File: config.mk
export PLATFORM = sky130hd
export DESIGN_NAME = adcm_top
export DESIGN_NICKNAME = d
export VERILOG_FILES = /design/src/inc/adcm_pkg.sv /design/src/hdl/adcm_top.sv
export SDC_FILE = /design/constraint.sdc
export NUM_CORES = 1
export LEC_CHECK = 0
export ABC_AREA = 1
export BUFFER_PORTS_ARGS = -buffer_cell sky130_fd_sc_hd__buf_2
export CAP_MARGIN = 10
export CORE_AREA = 2 2 106 108
export DETAILED_ROUTE_END_ITERATION = 6
export DIE_AREA = 0 0 108 110
export PLACE_DENSITY = 0.49
export SYNTH_ARGS = -nofsm -noshare
export SYNTH_HDL_FRONTEND = slang
export SYNTH_SLANG_ARGS = --single-unit
File: constraint.sdc
create_clock -name SYS_CLK -period 3.7 [get_ports SYS_CLK]
set_input_delay 0.74 -clock SYS_CLK [delete_from_list [all_inputs] [get_ports SYS_CLK]]
set_output_delay 0.74 -clock SYS_CLK [all_outputs]
set_load 0.005 [all_outputs]
File: src/inc/adcm_pkg.sv
// Shared constants and carrier types for the multiplexed converter control.
// Assumes a single 20 MHz system clock and an APB register port.
`default_nettype none

package adcm_pkg;

    // ------------------------------------------------------------
    // Sizes
    // ------------------------------------------------------------
    localparam int RES_W = 10;                 // Result word width.
    localparam int HALF_W = 5;                 // Coarse and fine widths.
    localparam int CHAN_W = 3;                 // Channel index width.
    localparam int APB_AW = 12;
    localparam int APB_DW = 32;

    // ------------------------------------------------------------
    // Timing
    // ------------------------------------------------------------
    localparam int SYS_CLK_PERIOD_NS = 50;
    localparam int MIN_CONV_PERIOD_NS = 500;   // 2 MHz sampling ceiling.
    localparam int MIN_CONV_CYC =
        (MIN_CONV_PERIOD_NS + SYS_CLK_PERIOD_NS - 1) / SYS_CLK_PERIOD_NS;
    localparam int GAP_W = 5;

    // ------------------------------------------------------------
    // Register map (byte addresses) and fields
    // ------------------------------------------------------------
    localparam logic [APB_AW-1:0] REG_CTRL = 12'h000;
    localparam logic [APB_AW-1:0] REG_STATUS = 12'h004;
    localparam logic [APB_AW-1:0] REG_RESULT = 12'h008;

    localparam int CTRL_PIPE_BIT = 0;          // 1 = pipelined mode.
    localparam int CTRL_START_BIT = 1;         // Write 1: one conversion.
    localparam logic CTRL_PIPE_RST = 1'b0;

    localparam int ST_CHAN_LSB = 0;
    localparam int ST_PWRDN_BIT = 3;
    localparam int ST_PEND_BIT = 4;
    localparam int ST_FINE_BIT = 5;
    localparam int ST_RATE_BIT = 6;            // Write 1 to clear.

    localparam int RES_OVER_BIT = 10;

    localparam logic [CHAN_W-1:0] CHAN_FIRST = 3'h0;  // Analog input one.
    localparam logic [RES_W-1:0] RES_RST = 10'h000;

    // ------------------------------------------------------------
    // Carrier types
    // ------------------------------------------------------------
    typedef struct packed {
        logic select_reset_n;
        logic write_strobe_n;
        logic channel_addr_bit_hi;
        logic channel_addr_bit_mid;
        logic channel_addr_bit_lo;
    } adcm_sel_pins_t;

    typedef struct packed {
        logic overrange_flag;
        logic [RES_W-1:0] data;
    } adcm_result_t;

    typedef enum logic [0:0] {
        CV_IDLE,
        CV_FINE
    } adcm_conv_state_t;

endpackage : adcm_pkg

`default_nettype wire

File: src/hdl/adcm_top.sv
// Digital control of an eight-input multiplexed 10-bit converter.
// Assumes pins arrive asynchronously, an APB master on SYS_CLK, and a
// front end that presents the selected input's code on AIN_CODE.
//
// Design decisions made here: the register offsets and the APB interface to the registers.
`default_nettype none

module adcm_top
    import adcm_pkg::*;
#(
    parameter int MIN_GAP = MIN_CONV_CYC
) (
    // Clock and reset.
    input wire logic SYS_CLK,
    input wire logic RST,
    // APB slave.
    input wire logic PSEL,
    input wire logic PENABLE,
    input wire logic PWRITE,
    input wire logic [APB_AW-1:0] PADDR,
    input wire logic [APB_DW-1:0] PWDATA,
    output logic [APB_DW-1:0] PRDATA,
    output logic PREADY,
    output logic PSLVERR,
    // Channel selection pins.
    input wire adcm_sel_pins_t SEL_PINS,
    output logic [CHAN_W-1:0] CHANNEL_SEL,
    // Conversion pins.
    input wire logic CONV_CLK,
    input wire logic POWER_DOWN,
    input wire logic RESULT_OE_N,
    input wire logic [RES_W-1:0] AIN_CODE,
    input wire logic AIN_OVER,
    // Result pins: the data word and the overrange flag each have their own drive enable.
    output adcm_result_t RESULT_BUS,
    output logic RESULT_BUS_OE,
    output logic OVERRANGE_FLAG_OE
);

    // ------------------------------------------------------------
    // Pin synchronisers
    // ------------------------------------------------------------
    localparam int SEL_W = $bits(adcm_sel_pins_t);
    localparam int SYNC_W = SEL_W + 4 + RES_W;
    // The output enable starts inactive, so the result pins do not turn
    // on for the two cycles in which the real pin level is in flight.
    localparam logic [SYNC_W-1:0] SYNC_RST =
        {SEL_W'(0), 1'b0, 1'b0, 1'b1, 1'b0, RES_W'(0)};

    logic [SYNC_W-1:0] sync_a;
    logic [SYNC_W-1:0] sync_b;
    adcm_sel_pins_t sel_s;
    logic conv_clk_s;
    logic pwr_dn_s;
    logic oe_n_s;
    logic over_s;
    logic [RES_W-1:0] code_s;

    // Every pin passes two flops; only the second stage is read.
    always_ff @(posedge SYS_CLK) begin
        if (RST) begin
            sync_a <= SYNC_RST;
            sync_b <= SYNC_RST;
        end else begin
            sync_a <= {SEL_PINS, CONV_CLK, POWER_DOWN, RESULT_OE_N,
                       AIN_OVER, AIN_CODE};
            sync_b <= sync_a;
        end
    end

    assign {sel_s, conv_clk_s, pwr_dn_s, oe_n_s, over_s, code_s} = sync_b;

    // ------------------------------------------------------------
    // Channel selection latch
    // ------------------------------------------------------------
    logic [CHAN_W-1:0] channel;

    // Clear has priority over the strobe, as on the pins.
    always_ff @(posedge SYS_CLK) begin
        if (RST) begin
            channel <= CHAN_FIRST;
        end else if (!sel_s.select_reset_n) begin
            channel <= CHAN_FIRST;
        end else if (!sel_s.write_strobe_n) begin
            channel <= {sel_s.channel_addr_bit_hi,
                        sel_s.channel_addr_bit_mid,
                        sel_s.channel_addr_bit_lo};
        end
    end

    assign CHANNEL_SEL = channel;

    // ------------------------------------------------------------
    // Conversion clock edges and rate check
    // ------------------------------------------------------------
    logic conv_prev;
    logic conv_rise;
    logic conv_fall;
    logic [GAP_W-1:0] gap_cnt;
    logic gap_ok;

    always_ff @(posedge SYS_CLK) begin
        if (RST) begin
            conv_prev <= 1'b0;
        end else begin
            conv_prev <= conv_clk_s;
        end
    end

    assign conv_rise = conv_clk_s & ~conv_prev;
    assign conv_fall = ~conv_clk_s & conv_prev;

    // Counts cycles since the last rising edge, saturating at the limit.
    // Saturation keeps a long idle spell from wrapping into a refusal.
    always_ff @(posedge SYS_CLK) begin
        if (RST) begin
            gap_cnt <= GAP_W'(MIN_GAP);
        end else if (conv_rise) begin
            gap_cnt <= '0;
        end else if (gap_cnt < GAP_W'(MIN_GAP)) begin
            gap_cnt <= gap_cnt + 1'b1;
        end
    end

    // An edge sooner than the 2 MHz period is ignored, not half-used.
    assign gap_ok = (gap_cnt >= GAP_W'(MIN_GAP - 1));

    // ------------------------------------------------------------
    // Register access decode
    // ------------------------------------------------------------
    logic apb_setup;
    logic apb_wr;
    logic hit_ctrl;
    logic hit_status;
    logic hit_result;
    logic pipe_mode;
    logic start_req;
    logic rate_err;

    assign apb_setup = PSEL & ~PENABLE;
    assign apb_wr = PSEL & PENABLE & PWRITE;

    // One compare serves every register decode.
    function automatic logic reg_hit(input logic [APB_AW-1:0] addr,
        input logic [APB_AW-1:0] offset);
        return addr == offset;
    endfunction

    assign hit_ctrl = reg_hit(PADDR, REG_CTRL);
    assign hit_status = reg_hit(PADDR, REG_STATUS);
    assign hit_result = reg_hit(PADDR, REG_RESULT);

    // Zero wait states: read data is captured in the setup cycle.
    assign PREADY = 1'b1;

    always_ff @(posedge SYS_CLK) begin
        if (RST) begin
            pipe_mode <= CTRL_PIPE_RST;
        end else if (apb_wr && hit_ctrl) begin
            pipe_mode <= PWDATA[CTRL_PIPE_BIT];
        end
    end

    // ------------------------------------------------------------
    // Conversion sequencer
    // ------------------------------------------------------------
    adcm_conv_state_t state;
    logic take;
    logic [HALF_W-1:0] coarse_buf;
    logic over_buf;
    adcm_result_t result;

    // Pipelined mode converts on every rising edge that passes the rate check; on-demand waits for a start.
    assign take = conv_rise & gap_ok & (pipe_mode | start_req);

    // A start written in the cycle it is consumed is kept for next edge.
    always_ff @(posedge SYS_CLK) begin
        if (RST) begin
            start_req <= 1'b0;
        end else if (apb_wr && hit_ctrl && PWDATA[CTRL_START_BIT]) begin
            start_req <= 1'b1;
        end else if (take) begin
            start_req <= 1'b0;
        end
    end

    // Sticky flag for conversion edges arriving faster than allowed.
    always_ff @(posedge SYS_CLK) begin
        if (RST) begin
            rate_err <= 1'b0;
        end else if (conv_rise && !gap_ok) begin
            rate_err <= 1'b1;
        end else if (apb_wr && hit_status && PWDATA[ST_RATE_BIT]) begin
            rate_err <= 1'b0;
        end
    end

    // Coarse half on the rising edge, fine half on the falling edge.
    always_ff @(posedge SYS_CLK) begin
        if (RST) begin
            state <= CV_IDLE;
        end else begin
            case (state)
                CV_IDLE: begin
                    if (take) begin
                        state <= CV_FINE;
                    end
                end
                CV_FINE: begin
                    if (conv_fall) begin
                        state <= CV_IDLE;
                    end
                end
                default: begin
                    state <= CV_IDLE;
                end
            endcase
        end
    end

    // The coarse buffer holds the upper half until the fine step ends.
    always_ff @(posedge SYS_CLK) begin
        if (RST) begin
            coarse_buf <= '0;
            over_buf <= 1'b0;
        end else if (state == CV_IDLE && take) begin
            coarse_buf <= code_s[RES_W-1 -: HALF_W];
            over_buf <= over_s;
        end
    end

    // Results update only outside power-down, so the pins stay frozen.
    always_ff @(posedge SYS_CLK) begin
        if (RST) begin
            result <= '{overrange_flag: 1'b0, data: RES_RST};
        end else if (state == CV_FINE && conv_fall
                     && !pwr_dn_s) begin
            result.data <= {coarse_buf, code_s[HALF_W-1:0]};
            result.overrange_flag <= over_buf;
        end
    end

    // ------------------------------------------------------------
    // Result pins
    // ------------------------------------------------------------
    // Bit 9 of the word is the MSB pin, bit 0 the LSB pin.
    assign RESULT_BUS = result;

    // Drive enables follow the synchronised active-low output enable.
    always_ff @(posedge SYS_CLK) begin
        if (RST) begin
            RESULT_BUS_OE <= 1'b0;
            OVERRANGE_FLAG_OE <= 1'b0;
        end else begin
            RESULT_BUS_OE <= ~oe_n_s;
            OVERRANGE_FLAG_OE <= ~oe_n_s;
        end
    end

    // ------------------------------------------------------------
    // Read data
    // ------------------------------------------------------------
    logic [APB_DW-1:0] next_rdata;
    logic next_err;

    // Unmapped addresses read zero and raise the slave error.
    always_comb begin
        next_rdata = '0;
        next_err = 1'b0;
        if (hit_ctrl) begin
            next_rdata[CTRL_PIPE_BIT] = pipe_mode;
        end else if (hit_status) begin
            next_rdata[ST_CHAN_LSB +: CHAN_W] = channel;
            next_rdata[ST_PWRDN_BIT] = pwr_dn_s;
            next_rdata[ST_PEND_BIT] = start_req;
            next_rdata[ST_FINE_BIT] = (state == CV_FINE);
            next_rdata[ST_RATE_BIT] = rate_err;
        end else if (hit_result) begin
            next_rdata[RES_W-1:0] = result.data;
            next_rdata[RES_OVER_BIT] = result.overrange_flag;
        end else begin
            next_err = 1'b1;
        end
    end

    always_ff @(posedge SYS_CLK) begin
        if (RST) begin
            PRDATA <= '0;
            PSLVERR <= 1'b0;
        end else if (apb_setup) begin
            PRDATA <= PWRITE ? '0 : next_rdata;
            PSLVERR <= next_err;
        end
    end

endmodule : adcm_top

`default_nettype wire

# Yosys cells after proc, flatten, opt, wreduce, memory -nomap -nowiden
# Cells that the tools add are included.
[op_classes] n_reduce_logical=16 div=0 mul=0 shifts=0 eq_ne=2 mux=18 add_sub_neg=1 n_bitwise=14 n_lt_le_gt_ge=2
[op_table] cell="$mux W11" n=2
[op_table] cell="$eq A12 B3 Y1 const B" n=1
[op_table] cell="$eq A12 B4 Y1 const B" n=1
[op_table] cell="$logic_not A12 Y1" n=1
[op_table] cell="$mux W4" n=3
[op_table] cell="$mux W1" n=10
[op_table] cell="$mux W10" n=1
[op_table] cell="$logic_and A1 B1 Y1" n=8
[op_table] cell="$and A1 B1 Y1" n=7
[op_table] cell="$mux W7" n=1
[op_table] cell="$not A1 Y1" n=6
[op_table] cell="$reduce_bool A2 Y1" n=3
[op_table] cell="$add A5 B1 Y5 const B" n=1
[op_table] cell="$ge A5 B4 Y1 const B" n=1
[op_table] cell="$lt A5 B4 Y1 const B" n=1
[op_table] cell="$reduce_or A2 Y1" n=2
[op_table] cell="$logic_not A1 Y1" n=2
[op_table] cell="$pmux W1 S2" n=1
[op_table] cell="$or A1 B1 Y1" n=1
[word_totals] romBits=0 word_cells=70 register_bits=102 latchBits=0 mem_count=0 out_inout_bits=50 ram_bits=0

# Longest topological paths before layout
# Gate-level depths: netlist of run 1.
[depth] ltp_word=6 depth_mapped=9 depth_no_buf=9

# Least setup slack after synthesis of run 1
# OpenSTA, ideal clock, no wires.
[synth_path] path_type="input to register" startpoint="input PADDR[9]" endpoint="register pipe_mode" setup_time_ns=0.119 arrival_time_ns=1.483 setup_slack_ns=2.098 cell_stages=7 path_buffers=1 cell_sequence="nor2_1 > nand2_1 > nor2_2 > buf_2 > nand3_1 > o21ai_0 > a21oi_1"
[synth_via] elab_chain_len=2
[synth_lines] item="start, declared" line="adcm_top.sv:20" source="input wire logic [APB_AW-1:0] PADDR,"
[synth_lines] item="$logic_not A12 Y1" line="adcm_top.sv:146" source="return addr == offset;"
[synth_lines] item="$logic_and A1 B1 Y1" line="adcm_top.sv:159" source="end else if (apb_wr && hit_ctrl) begin"
[synth_lines] item="end signal, assigned" line="adcm_top.sv:160" source="pipe_mode <= PWDATA[CTRL_PIPE_BIT];"
[synth_lines] item="end, declared" line="adcm_top.sv:136" source="logic pipe_mode;"
# No other way between the ends.
# A chain may end at the register's enable or synchronous reset.

# Final worst setup path of run 1
[layout_path] startpoint="input RST" endpoint="register channel[0] (netlist: CHANNEL_SEL[0])"
[layout_via] elab_chain_len=1
[layout_lines] item="start, declared" line="adcm_top.sv:15" source="input wire logic RST,"
[layout_lines] item="$reduce_or A2 Y1 (no source line)"
[layout_lines] item="end signal, assigned" line="adcm_top.sv:85" source="channel <= {sel_s.channel_addr_bit_hi,"
[layout_lines] item="end, declared" line="adcm_top.sv:76" source="logic [CHAN_W-1:0] channel;"
# No other way between the ends.

==> results_dict.tcl, run 1 <==
set metrics [dict create \
    clockBufferDepth 2 \
    clkPwrFrac_pct 39.0 \
    placed_cell_area_um2 3511 \
    grt_use_total_pct 11.04 \
    antenna_found_initial 0 \
    critPathKind "primary input to register" \
    dr_total_vias 2382 \
    grt_pass1_vias 2216 \
    avgSynthCellArea_um2 7.791 \
    dieArea_um2 11880 \
    place_ws_ns 1.419 \
    worstPathMaxFanout 49 \
    drv_slew 0 \
    grt_pass1_wl_um 10010 \
    holdBufCountCts 0 \
    p_comb_share_pct 7.3 \
    crit_required_ns 3.94 \
    synth-seq-cells 81 \
    path_buf_inv 2 \
    crit_start "RST" \
    seq_power_share_pct 53.7 \
    portBuffers 66 \
    drtIter0Drc 81 \
    switchingPower_mw 0.3883 \
    wl_per_cell_um 10.05 \
    ios 118 \
    cts.htree.levels 3 \
    coreArea_um2 10700 \
    netSwitchingFraction_pct 22.88 \
    antenna_cells 0 \
    clk_latency_ns 0.35 \
    globalplace.congestion 0.8095 \
    setup_ws_ns 1.835 \
    drcViolationCount 0 \
    drt.antenna.violating_nets 0 \
    cp_slowest_cell "buf_2" \
    min-delay-start "sync_b[11]$_SDFF_PP1_" \
    synthToLayoutAreaGrowth_pct 17.84 \
    path_cells "buf_2 -> inv_1 -> nand2_1 -> a21oi_1" \
    fin_area_um2 3719 \
    ys_types 28 \
    yosysWarnings 0 \
    layout.nets 536 \
    p_int_mw 1.309 \
    cts_num_sinks 81 \
    clk_pin_slew_ns 0.07 \
    initial_utilization_pct 29.50 \
    fill_cells 1182 \
    endpoint_kind "register" \
    max-slew-margin-rel_pct 44.39 \
    netlist_area_um2 3156 \
    power_density_nw_per_um2 456.3 \
    fin_crit_ns 1.865 \
    mostFrequentLayoutCell "dfxtp_1" \
    maxCapViolCount 0 \
    crit_family "buffers and inverters" \
    syn_inst 405 \
    setup_viol 0 \
    cts_tree "yes" \
    hold_path_class "register to register" \
    drive_gt1_share_pct 20.81 \
    whs_ns 0.3829 \
    post_cts_buffers 0 \
    worstMarginPinSlew_ns 0.8342 \
    dp_hpwl_um 4504 \
    final_cell_mix "dfxtp_1, nor2_1, buf_2" \
    ctsResizeCount 0 \
    skew_ns 0.009038 \
    multi_input_area_um2 1151 \
    r2r-start "gap_cnt[1]$_SDFFE_PP1P_" \
    regToRegSetupSlack_ns 2.25 \
    arrival_ns 2.10 \
    grt_start_max_net_pins 50 \
    die_y_um 110 \
    max_freq_mhz 536.3 \
    hold_viol 0 \
    rsz0062_at_grt "no" \
    status "finished clean" \
    crit_path_start_kind "primary input" \
    p_leak_nw 1.763 \
    wirelength_um 6140 \
    seqCellArea_um2 1622 \
    vias_per_cell 3.899 \
    rows 38 \
    synth-seq-area-share_pct 51.39 \
    ir_drop_mv 0.1420 \
    numCtsBuffers 9 \
    slowest_delay_ns 0.63 \
    fin_util_pct 34.76 \
    root_buffer "clkbuf_8" \
    overflow 0 \
    timing.setup.tns_ns 0 \
    die_w_um 108 \
    dr.pass1.iters 4 \
    post-route-period-util_pct 50.40 \
]
-- power groups by stage --
stage          Clock [mW]  Combinational (mW)  Sequential, mW
2_1_floorplan           0               0.101           0.928
3_3_place_gp            0               0.122           0.931
3_5_place_dp            0               0.123           0.932
4_1_cts             0.686               0.124           0.911
5_1_grt             0.726               0.143           0.914
6_report            0.662               0.123           0.911
-- flip-flops by register name, summed over array words and instances (netlist names), 3 cells and up --
signal and flops:
gap_cnt 5, PRDATA 11, sync_b 19, coarse_buf 5
CHANNEL_SEL 3, RESULT_BUS 11, sync_a 19
-- path summary, 6_finish.rpt --
| path | to | cells past startpoint |
|---|---|---|
| setup / recovery | CHANNEL_SEL[0]$_SDFFE_PP0N_ | 4 |
| hold / removal | OVERRANGE_FLAG_OE$_SDFF_PP0_ | 1 |
| setup reg to reg | over_buf$_SDFFE_PP0P_ | 7 |
| hold reg to reg | OVERRANGE_FLAG_OE$_SDFF_PP0_ | 1 |
-- metrics by stage --
| step | instances | total power [mW] |
|---|---|---|
| after CTS | 611 | 1.721 |
| after floorplan | 425 | 1.030 |
| after global routing | 611 | 1.784 |
| after detailed placement | 595 | 1.055 |
| final | 611 | 1.697 |
| after global placement | 595 | 1.053 |
-- synth_stat cells, drive strengths merged --
cell type / instances / area [um2]
nand2: 62 / 250.2
o21ai: 17 / 85.08
o211ai: 1 / 7.510
buf: 27 / 195.2
nand3: 21 / 117.6
nor3: 3 / 26.28
a21boi: 2 / 15.01
or2: 2 / 12.51
nor2: 78 / 317.8
a31oi: 1 / 6.260
a21oi: 27 / 146.4
nand4: 8 / 50.05
inv: 60 / 225.2
clkbuf: 10 / 37.54
conb: 2 / 7.510
o311ai: 1 / 8.760
dfxtp: 81 / 1622
ha: 2 / 25.02
-- kinds of logic after synthesis --
group                    share of synthesized area [%]
buffers and inverters                            14.51
adder cells (fa/ha/maj)                         0.7929
flip-flops                                       51.39
AND/OR/NAND/NOR                                  24.54
AO/OA/AOI/OAI                                    8.525
other                                           0.2380
-- layout make-up --
cell class	instances	area share [%]
Sequential cell	81	43.61
Multi-Input combinational cell	247	30.96
Timing Repair Buffer	67	9.085
Inverter	60	6.057
Tap cell	140	4.711
Clock buffer	14	4.643
Clock inverter	2	0.9421
-- per-layer routing --
layer / part of all wire, % / GRT usage, % / vias up
met5: 0 / 0 / -
li1: - / - / 1320
met2: 43 / 17.07 / 69
met4: 1.6 / 6.410 / 0
met3: 6.4 / 2.939 / 5
met1: 49 / 13.91 / 988
(Power assumes the default switching activity.)
==> run 2, diff against run 1 <==
==> config.mk (replaced) <==
export PLATFORM = sky130hd
export DESIGN_NAME = adcm_top
export DESIGN_NICKNAME = d
export VERILOG_FILES = /design/src/inc/adcm_pkg.sv /design/src/hdl/adcm_top.sv
export SDC_FILE = /design/constraint.sdc
export NUM_CORES = 1
export LEC_CHECK = 0
export ABC_AREA = 0
export BUFFER_PORTS_ARGS = -buffer_cell sky130_fd_sc_hd__buf_2
export CAP_MARGIN = 10
export CORE_AREA = 2 2 102 104
export DETAILED_ROUTE_END_ITERATION = 6
export DIE_AREA = 0 0 104 106
export PLACE_DENSITY = 0.5
export SYNTH_ARGS = -nofsm -noshare
export SYNTH_HDL_FRONTEND = slang
export SYNTH_SLANG_ARGS = --single-unit
==> constraint.sdc (replaced) <==
create_clock -name SYS_CLK -period 1.9 [get_ports SYS_CLK]
set_input_delay 0.38 -clock SYS_CLK [delete_from_list [all_inputs] [get_ports SYS_CLK]]
set_output_delay 0.38 -clock SYS_CLK [all_outputs]
set_load 0.005 [all_outputs]
==> results_dict.tcl, run 2 <==
set metrics [dict create \
    status "finished clean" \
    fill_cells 1051 \
    crit_path_start_kind "register" \
    netlist_top_cells_area "dfxtp_1, nor2b_1, buf_4" \
    crit_required_ns 2.13 \
    timing.setup.tns_ns 0 \
    grt_pass1_vias 1874 \
    cp_slowest_cell "o41a_1" \
    wl_per_cell_um 11.42 \
    synth_top_family_by_area "simple AND/OR/NAND/NOR gates" \
    p_int_mw 2.695 \
    skew_ns 0.008742 \
    cts_tree "yes" \
    wirelength_um 5631 \
    grt_pass1_wl_um 9197 \
    power_density_nw_per_um2 957.9 \
    mostFrequentLayoutCell "dfxtp_1" \
    drcViolationCount 0 \
    die_w_um 104 \
    synthToLayoutAreaGrowth_pct 22.58 \
    max_freq_mhz 580.2 \
    fin_crit_ns 1.723 \
    cts_num_sinks 81 \
    portBuffers 66 \
    max-slew-margin-rel_pct 61.91 \
    reg_top3 "sync_a: 19 flops, sync_b: 19 flops" \
    fin_util_pct 35.60 \
    post-route-period-util_pct 90.71 \
    arrival_ns 1.95 \
    dp_hpwl_um 3932 \
    netSwitchingFraction_pct 20.97 \
    rsz0062_at_grt "no" \
    place_inst 477 \
    initial_utilization_pct 29.04 \
    ys_types 39 \
    vias_per_cell 4.053 \
    critPathKind "register to register" \
    synth-seq-cells 81 \
    drtIter0Drc 57 \
    synth_simple_gate_area_share_pct 18.96 \
    grt_start_max_net_pins 68 \
    clk_latency_ns 0.35 \
    muxShareOfSynthArea_pct 3.447 \
    dr.pass1.iters 4 \
    setup_viol 0 \
    hold_viol 0 \
    synth_commonest_cells "dfxtp_1, nor2b_1, nand2_1" \
    drv_slew 0 \
    dr_total_vias 1998 \
    clockBufferDepth 2 \
    post-synth-top-area-cell "dfxtp_1" \
    avgSynthCellArea_um2 10.12 \
    numCtsBuffers 9 \
    path_cells "inv_1 -> ha_1 -> o41a_1 -> o211ai_4 -> buf_12 -> mux2i_1 -> nor2_1" \
    globalplace.congestion 0.7502 \
    worstMarginPinSlew_ns 0.5702 \
    layout.nets 423 \
    synthArstFlopShare_pct 0 \
    synth-seq-area-share_pct 55.84 \
    yosysWarnings 0 \
    antenna_cells 0 \
    overflow 0 \
    p_leak_nw 1.550 \
    drive_gt1_share_pct 26.61 \
    yosys.area_share.adder_pct 0.8617 \
    worstPathMaxFanout 7 \
    switchingPower_mw 0.7151 \
    hold_path_class "primary input to register" \
    place_ws_ns 0.08112 \
    setup_ws_ns 0.1765 \
    crit_family "compound AO/OA/AOI/OAI gates" \
    synth_top_area_share_pct 55.84 \
    die_y_um 106 \
    synth-main-ff-cell "dfxtp_1" \
    cts.htree.levels 3 \
    grt_use_total_pct 10.65 \
    slowest_delay_ns 0.39 \
    synth_compound_area_share_pct 11.85 \
    dieArea_um2 11020 \
    clk_pin_slew_ns 0.08 \
    holdBufCountCts 0 \
    synthMostInstantiatedCell "dfxtp_1" \
    ir_drop_mv 0.3029 \
    root_buffer "clkbuf_8" \
    final_cell_mix "dfxtp_1, buf_2, nor2b_1" \
    drt.antenna.violating_nets 0 \
    synth-xor-area-share_pct 0.6032 \
    netlist_area_um2 2904 \
    ios 118 \
    coreArea_um2 10000 \
    synth_edf_count 0 \
    endpoint_kind "register" \
    final_cells 493 \
    syn_inst 287 \
    maxCapViolCount 0 \
    seq_power_share_pct 51.8 \
    p_comb_share_pct 5.2 \
    antenna_found_initial 0 \
    clkPwrFrac_pct 43.0 \
    rows 37 \
    path_buf_inv 2 \
]
-- run 2: cells by family (layout without fill, tap and decap cells) --
group           after synthesis  count (layout)
other cells                   2              22
flops                        81              81
fa+ha+maj                     2               2
compound gates               46              46
mux                          10              10
xor+xnor                      2               2
buf+inv                      40              90
simple gates                104             104
-- run 2: what timing repair did --
item / 4_1_cts / 5_1_grt
setup endpoints to repair: 0 / 6
setup buffers: 0 / 1
resized for setup: 0 / 1
-- run 2: cell type report --
| class | count | area (um2) | area share [%] |
|---|---|---|---|
| clock buffers | 10 | 127.6 | 3.585 |
| inverters | 4 | 15.01 | 0.4218 |
| multi-input cells | 186 | 1126 | 31.63 |
| flip-flops and latches | 81 | 1623 | 45.59 |
| repair buffers | 71 | 392.9 | 11.04 |
| well taps | 136 | 170.2 | 4.780 |
| clock inverters | 5 | 105.1 | 2.953 |
-- run 2: worst paths after layout --
check / depth (start not counted) / startpoint / to / slack, ns
max: 7 / gap_cnt[1]$_SDFFE_PP1P_ / coarse_buf[1]$_SDFFE_PP0P_ / 0.18
min: 2 / RESULT_OE_N / sync_a[11]$_SDFF_PP1_ / 0.23
max reg2reg: 7 / gap_cnt[1]$_SDFFE_PP1P_ / coarse_buf[1]$_SDFFE_PP0P_ / 0.18
min reg2reg: 1 / sync_b[11]$_SDFF_PP1_ / OVERRANGE_FLAG_OE$_SDFF_PP0_ / 0.39
-- run 2: metal layers --
metal | wire length (um) | share of wire [%] | GRT usage (%)
met5 | 0 | 0 | 0
met4 | 183 | 3.2 | 7.046
met3 | 297 | 5.3 | 3.188
met2 | 2341 | 42 | 15.27
met1 | 2810 | 50 | 13.81
-- run 2: per-stage QoR --
| stage | total power, mW | hold WS, ns | cell area [um2] |
|---|---|---|---|
| floorplan | 1.942 | 0.3682 | 2979 |
| global placement | 1.979 | 0.3774 | 3306 |
| detailed placement | 1.982 | 0.3877 | 3306 |
| CTS | 3.451 | 0.2044 | 3538 |
| global route | 3.554 | 0.2000 | 3560 |
| finish | 3.410 | 0.2255 | 3560 |
-- run 2: power groups by stage --
stage               combinational, mW  sequential, mW  clock [mW]
floorplan                       0.142            1.80           0
global placement                0.175            1.80           0
detailed placement              0.176            1.81           0
CTS                             0.177            1.77        1.51
global route                    0.200            1.77        1.58
finish                          0.177            1.77        1.47
-- run 2: worst reg2reg max path: stages, from the launching register on --
cell and delay, ns:
dfxtp_2 0.38, inv_1 0.06, ha_1 0.18, o41a_1 0.39, o211ai_4 0.23, buf_12 0.15, mux2i_1 0.18, nor2_1 0.05
==> run 3, diff against run 2 <==
==> config.mk (replaced) <==
export PLATFORM = sky130hd
export DESIGN_NAME = adcm_top
export DESIGN_NICKNAME = d
export VERILOG_FILES = /design/src/inc/adcm_pkg.sv /design/src/hdl/adcm_top.sv
export SDC_FILE = /design/constraint.sdc
export NUM_CORES = 1
export LEC_CHECK = 0
export ABC_AREA = 1
export BUFFER_PORTS_ARGS = -buffer_cell sky130_fd_sc_hd__buf_2
export CAP_MARGIN = 10
export CORE_AREA = 2 2 106 108
export DETAILED_ROUTE_END_ITERATION = 6
export DIE_AREA = 0 0 108 110
export PLACE_DENSITY = 0.49
export SYNTH_ARGS = -nofsm -noshare
export SYNTH_HDL_FRONTEND = slang
export SYNTH_SLANG_ARGS = --single-unit
==> results_dict.tcl, run 3 (synthesized netlist as in run 1, its figures left out) <==
set metrics [dict create \
    vias_per_cell 3.910 \
    die_y_um 110 \
    worstPathMaxFanout 8 \
    drt.antenna.violating_nets 0 \
    drcViolationCount 0 \
    numCtsBuffers 9 \
    post_cts_buffers 0 \
    initial_utilization_pct 29.50 \
    place_ws_ns 0.3720 \
    dr_total_vias 2401 \
    cts_tree "yes" \
    fin_crit_ns 1.462 \
    reg_top3 "sync_a: 19 flops, sync_b: 19 flops" \
    clockBufferDepth 2 \
    placed_cell_area_um2 3533 \
    skew_ns 0.01301 \
    wl_per_cell_um 10.04 \
    clk_pin_slew_ns 0.09 \
    overflow 0 \
    synthToLayoutAreaGrowth_pct 18.24 \
    portBuffers 66 \
    rsz0062_at_grt "no" \
    max_freq_mhz 684.2 \
    cp_slowest_cell "dfxtp_1" \
    max-slew-margin-rel_pct 59.57 \
    cts_num_sinks 81 \
    power_density_nw_per_um2 875.7 \
    reg2reg_to "over_buf$_SDFFE_PP0P_" \
    ios 118 \
    final_cell_mix "dfxtp_1, nor2_1, buf_2" \
    endpoint_kind "register" \
    dp_hpwl_um 4535 \
    maxCapViolCount 0 \
    ff2ff_path_depth 7 \
    slowest_delay_ns 0.40 \
    setup_viol 0 \
    critPathKind "register to register" \
    worstMarginPinSlew_ns 0.6058 \
    wirelength_um 6163 \
    clk_latency_ns 0.35 \
    drv_slew 0 \
    r2r-start "gap_cnt[1]$_SDFFE_PP1P_" \
    crit_required_ns 2.18 \
    grt_use_total_pct 10.96 \
    crit_path_start_kind "register" \
    coreArea_um2 10700 \
    regToRegSetupSlack_ns 0.44 \
    p_leak_nw 1.761 \
    grt_start_max_net_pins 26 \
    cts.htree.levels 3 \
    arrival_ns 1.74 \
    globalplace.congestion 0.7837 \
    hold_path_class "primary input to register" \
    fin_util_pct 34.88 \
    dr.pass1.iters 4 \
    worstSetupEndpoint "over_buf$_SDFFE_PP0P_" \
    path_cells "inv_1 -> ha_1 -> o21ai_1 -> nand2_4 -> nand3_4 -> nand2_1 -> a21oi_1" \
    root_buffer "clkbuf_8" \
    drive_gt1_share_pct 21.31 \
    drtIter0Drc 52 \
    mostFrequentLayoutCell "dfxtp_1" \
    hold_viol 0 \
    ir_drop_mv 0.2850 \
    grt_pass1_wl_um 10050 \
    fin_area_um2 3731 \
    status "finished clean" \
    layout.nets 539 \
    antenna_cells 0 \
    whs_ns 0.2078 \
    crit_start "gap_cnt[1]$_SDFFE_PP1P_" \
    timing.setup.tns_ns 0 \
    post-route-period-util_pct 76.93 \
    die_w_um 108 \
    setup_ws_ns 0.4384 \
    holdBufCountCts 0 \
    rows 38 \
    antenna_found_initial 0 \
    dieArea_um2 11880 \
    min-delay-start "RESULT_OE_N" \
    grt_pass1_vias 2221 \
    ctsResizeCount 0 \
]
run 3: cell count changes in the layout (fill, tap and decap cells not counted), moves of 3 or more:
cell / delta
nor2_2: +4
nand3_1: +18
nand2_1: +34
nor2_1: +54
mux2i_1: -10
nand4_1: +7
inv_1: +55
a22o_1: -16
a21oi_2: +3
o21ai_0: +12
nor2b_1: -41
a21oi_1: +8
run 3: through the flow:
stage	instances	total power [mW]
after detailed placement	598	2.057
final	614	3.267
after global routing	614	3.432
after global placement	598	2.054
after CTS	614	3.317
after floorplan	425	2.005
run 3: per-layer routing:
layer  GRT usage, %  wire [um]  vias to the layer above
met4          5.769        119                        0
met5              0          0                        -
met1          14.33       3066                      996
met2          16.53       2610                       67
met3          2.998        366                        8
li1               -          -                     1330
run 3: where the power goes:
| part | switching (mW) | internal, mW | leakage, nW | total [mW] |
|---|---|---|---|---|
| Combinational | 0.156 | 0.0870 | 1.01 | 0.243 |
| Sequential | 0.0243 | 1.75 | 0.662 | 1.77 |
| Clock | 0.606 | 0.644 | 0.0888 | 1.25 |
run 3: area by class of cell:
class | instances | area (um2)
Clock buffer | 12 | 145.1
Clock inverter | 4 | 52.55
Fill cell | 1184 | 6967
Inverter | 60 | 225.2
Multi-Input combinational cell | 247 | 1151
Sequential cell | 81 | 1622
Tap cell | 140 | 175.2
Timing Repair Buffer | 70 | 360.3
run 3: critical path, delay by kind of cell (launching register included):
kind / cells / cell delay (ns)
buffers and inverters: 1 / 0.09
flip-flops: 1 / 0.40
adder cells (fa/ha/maj): 1 / 0.19
AND/OR/NAND/NOR: 3 / 0.32
AO/OA/AOI/OAI: 2 / 0.39
run 3: worst min-delay path by stage:
stage | depth (start not counted) | slack [ns] | end
finish | 2 | 0.21 | sync_a[11]$_SDFF_PP1_
global route | 2 | 0.18 | sync_a[11]$_SDFF_PP1_
CTS | 2 | 0.19 | sync_a[11]$_SDFF_PP1_
detailed placement | 1 | 0.37 | OVERRANGE_FLAG_OE$_SDFF_PP0_
global placement | 1 | 0.37 | OVERRANGE_FLAG_OE$_SDFF_PP0_
floorplan | 1 | 0.37 | OVERRANGE_FLAG_OE$_SDFF_PP0_
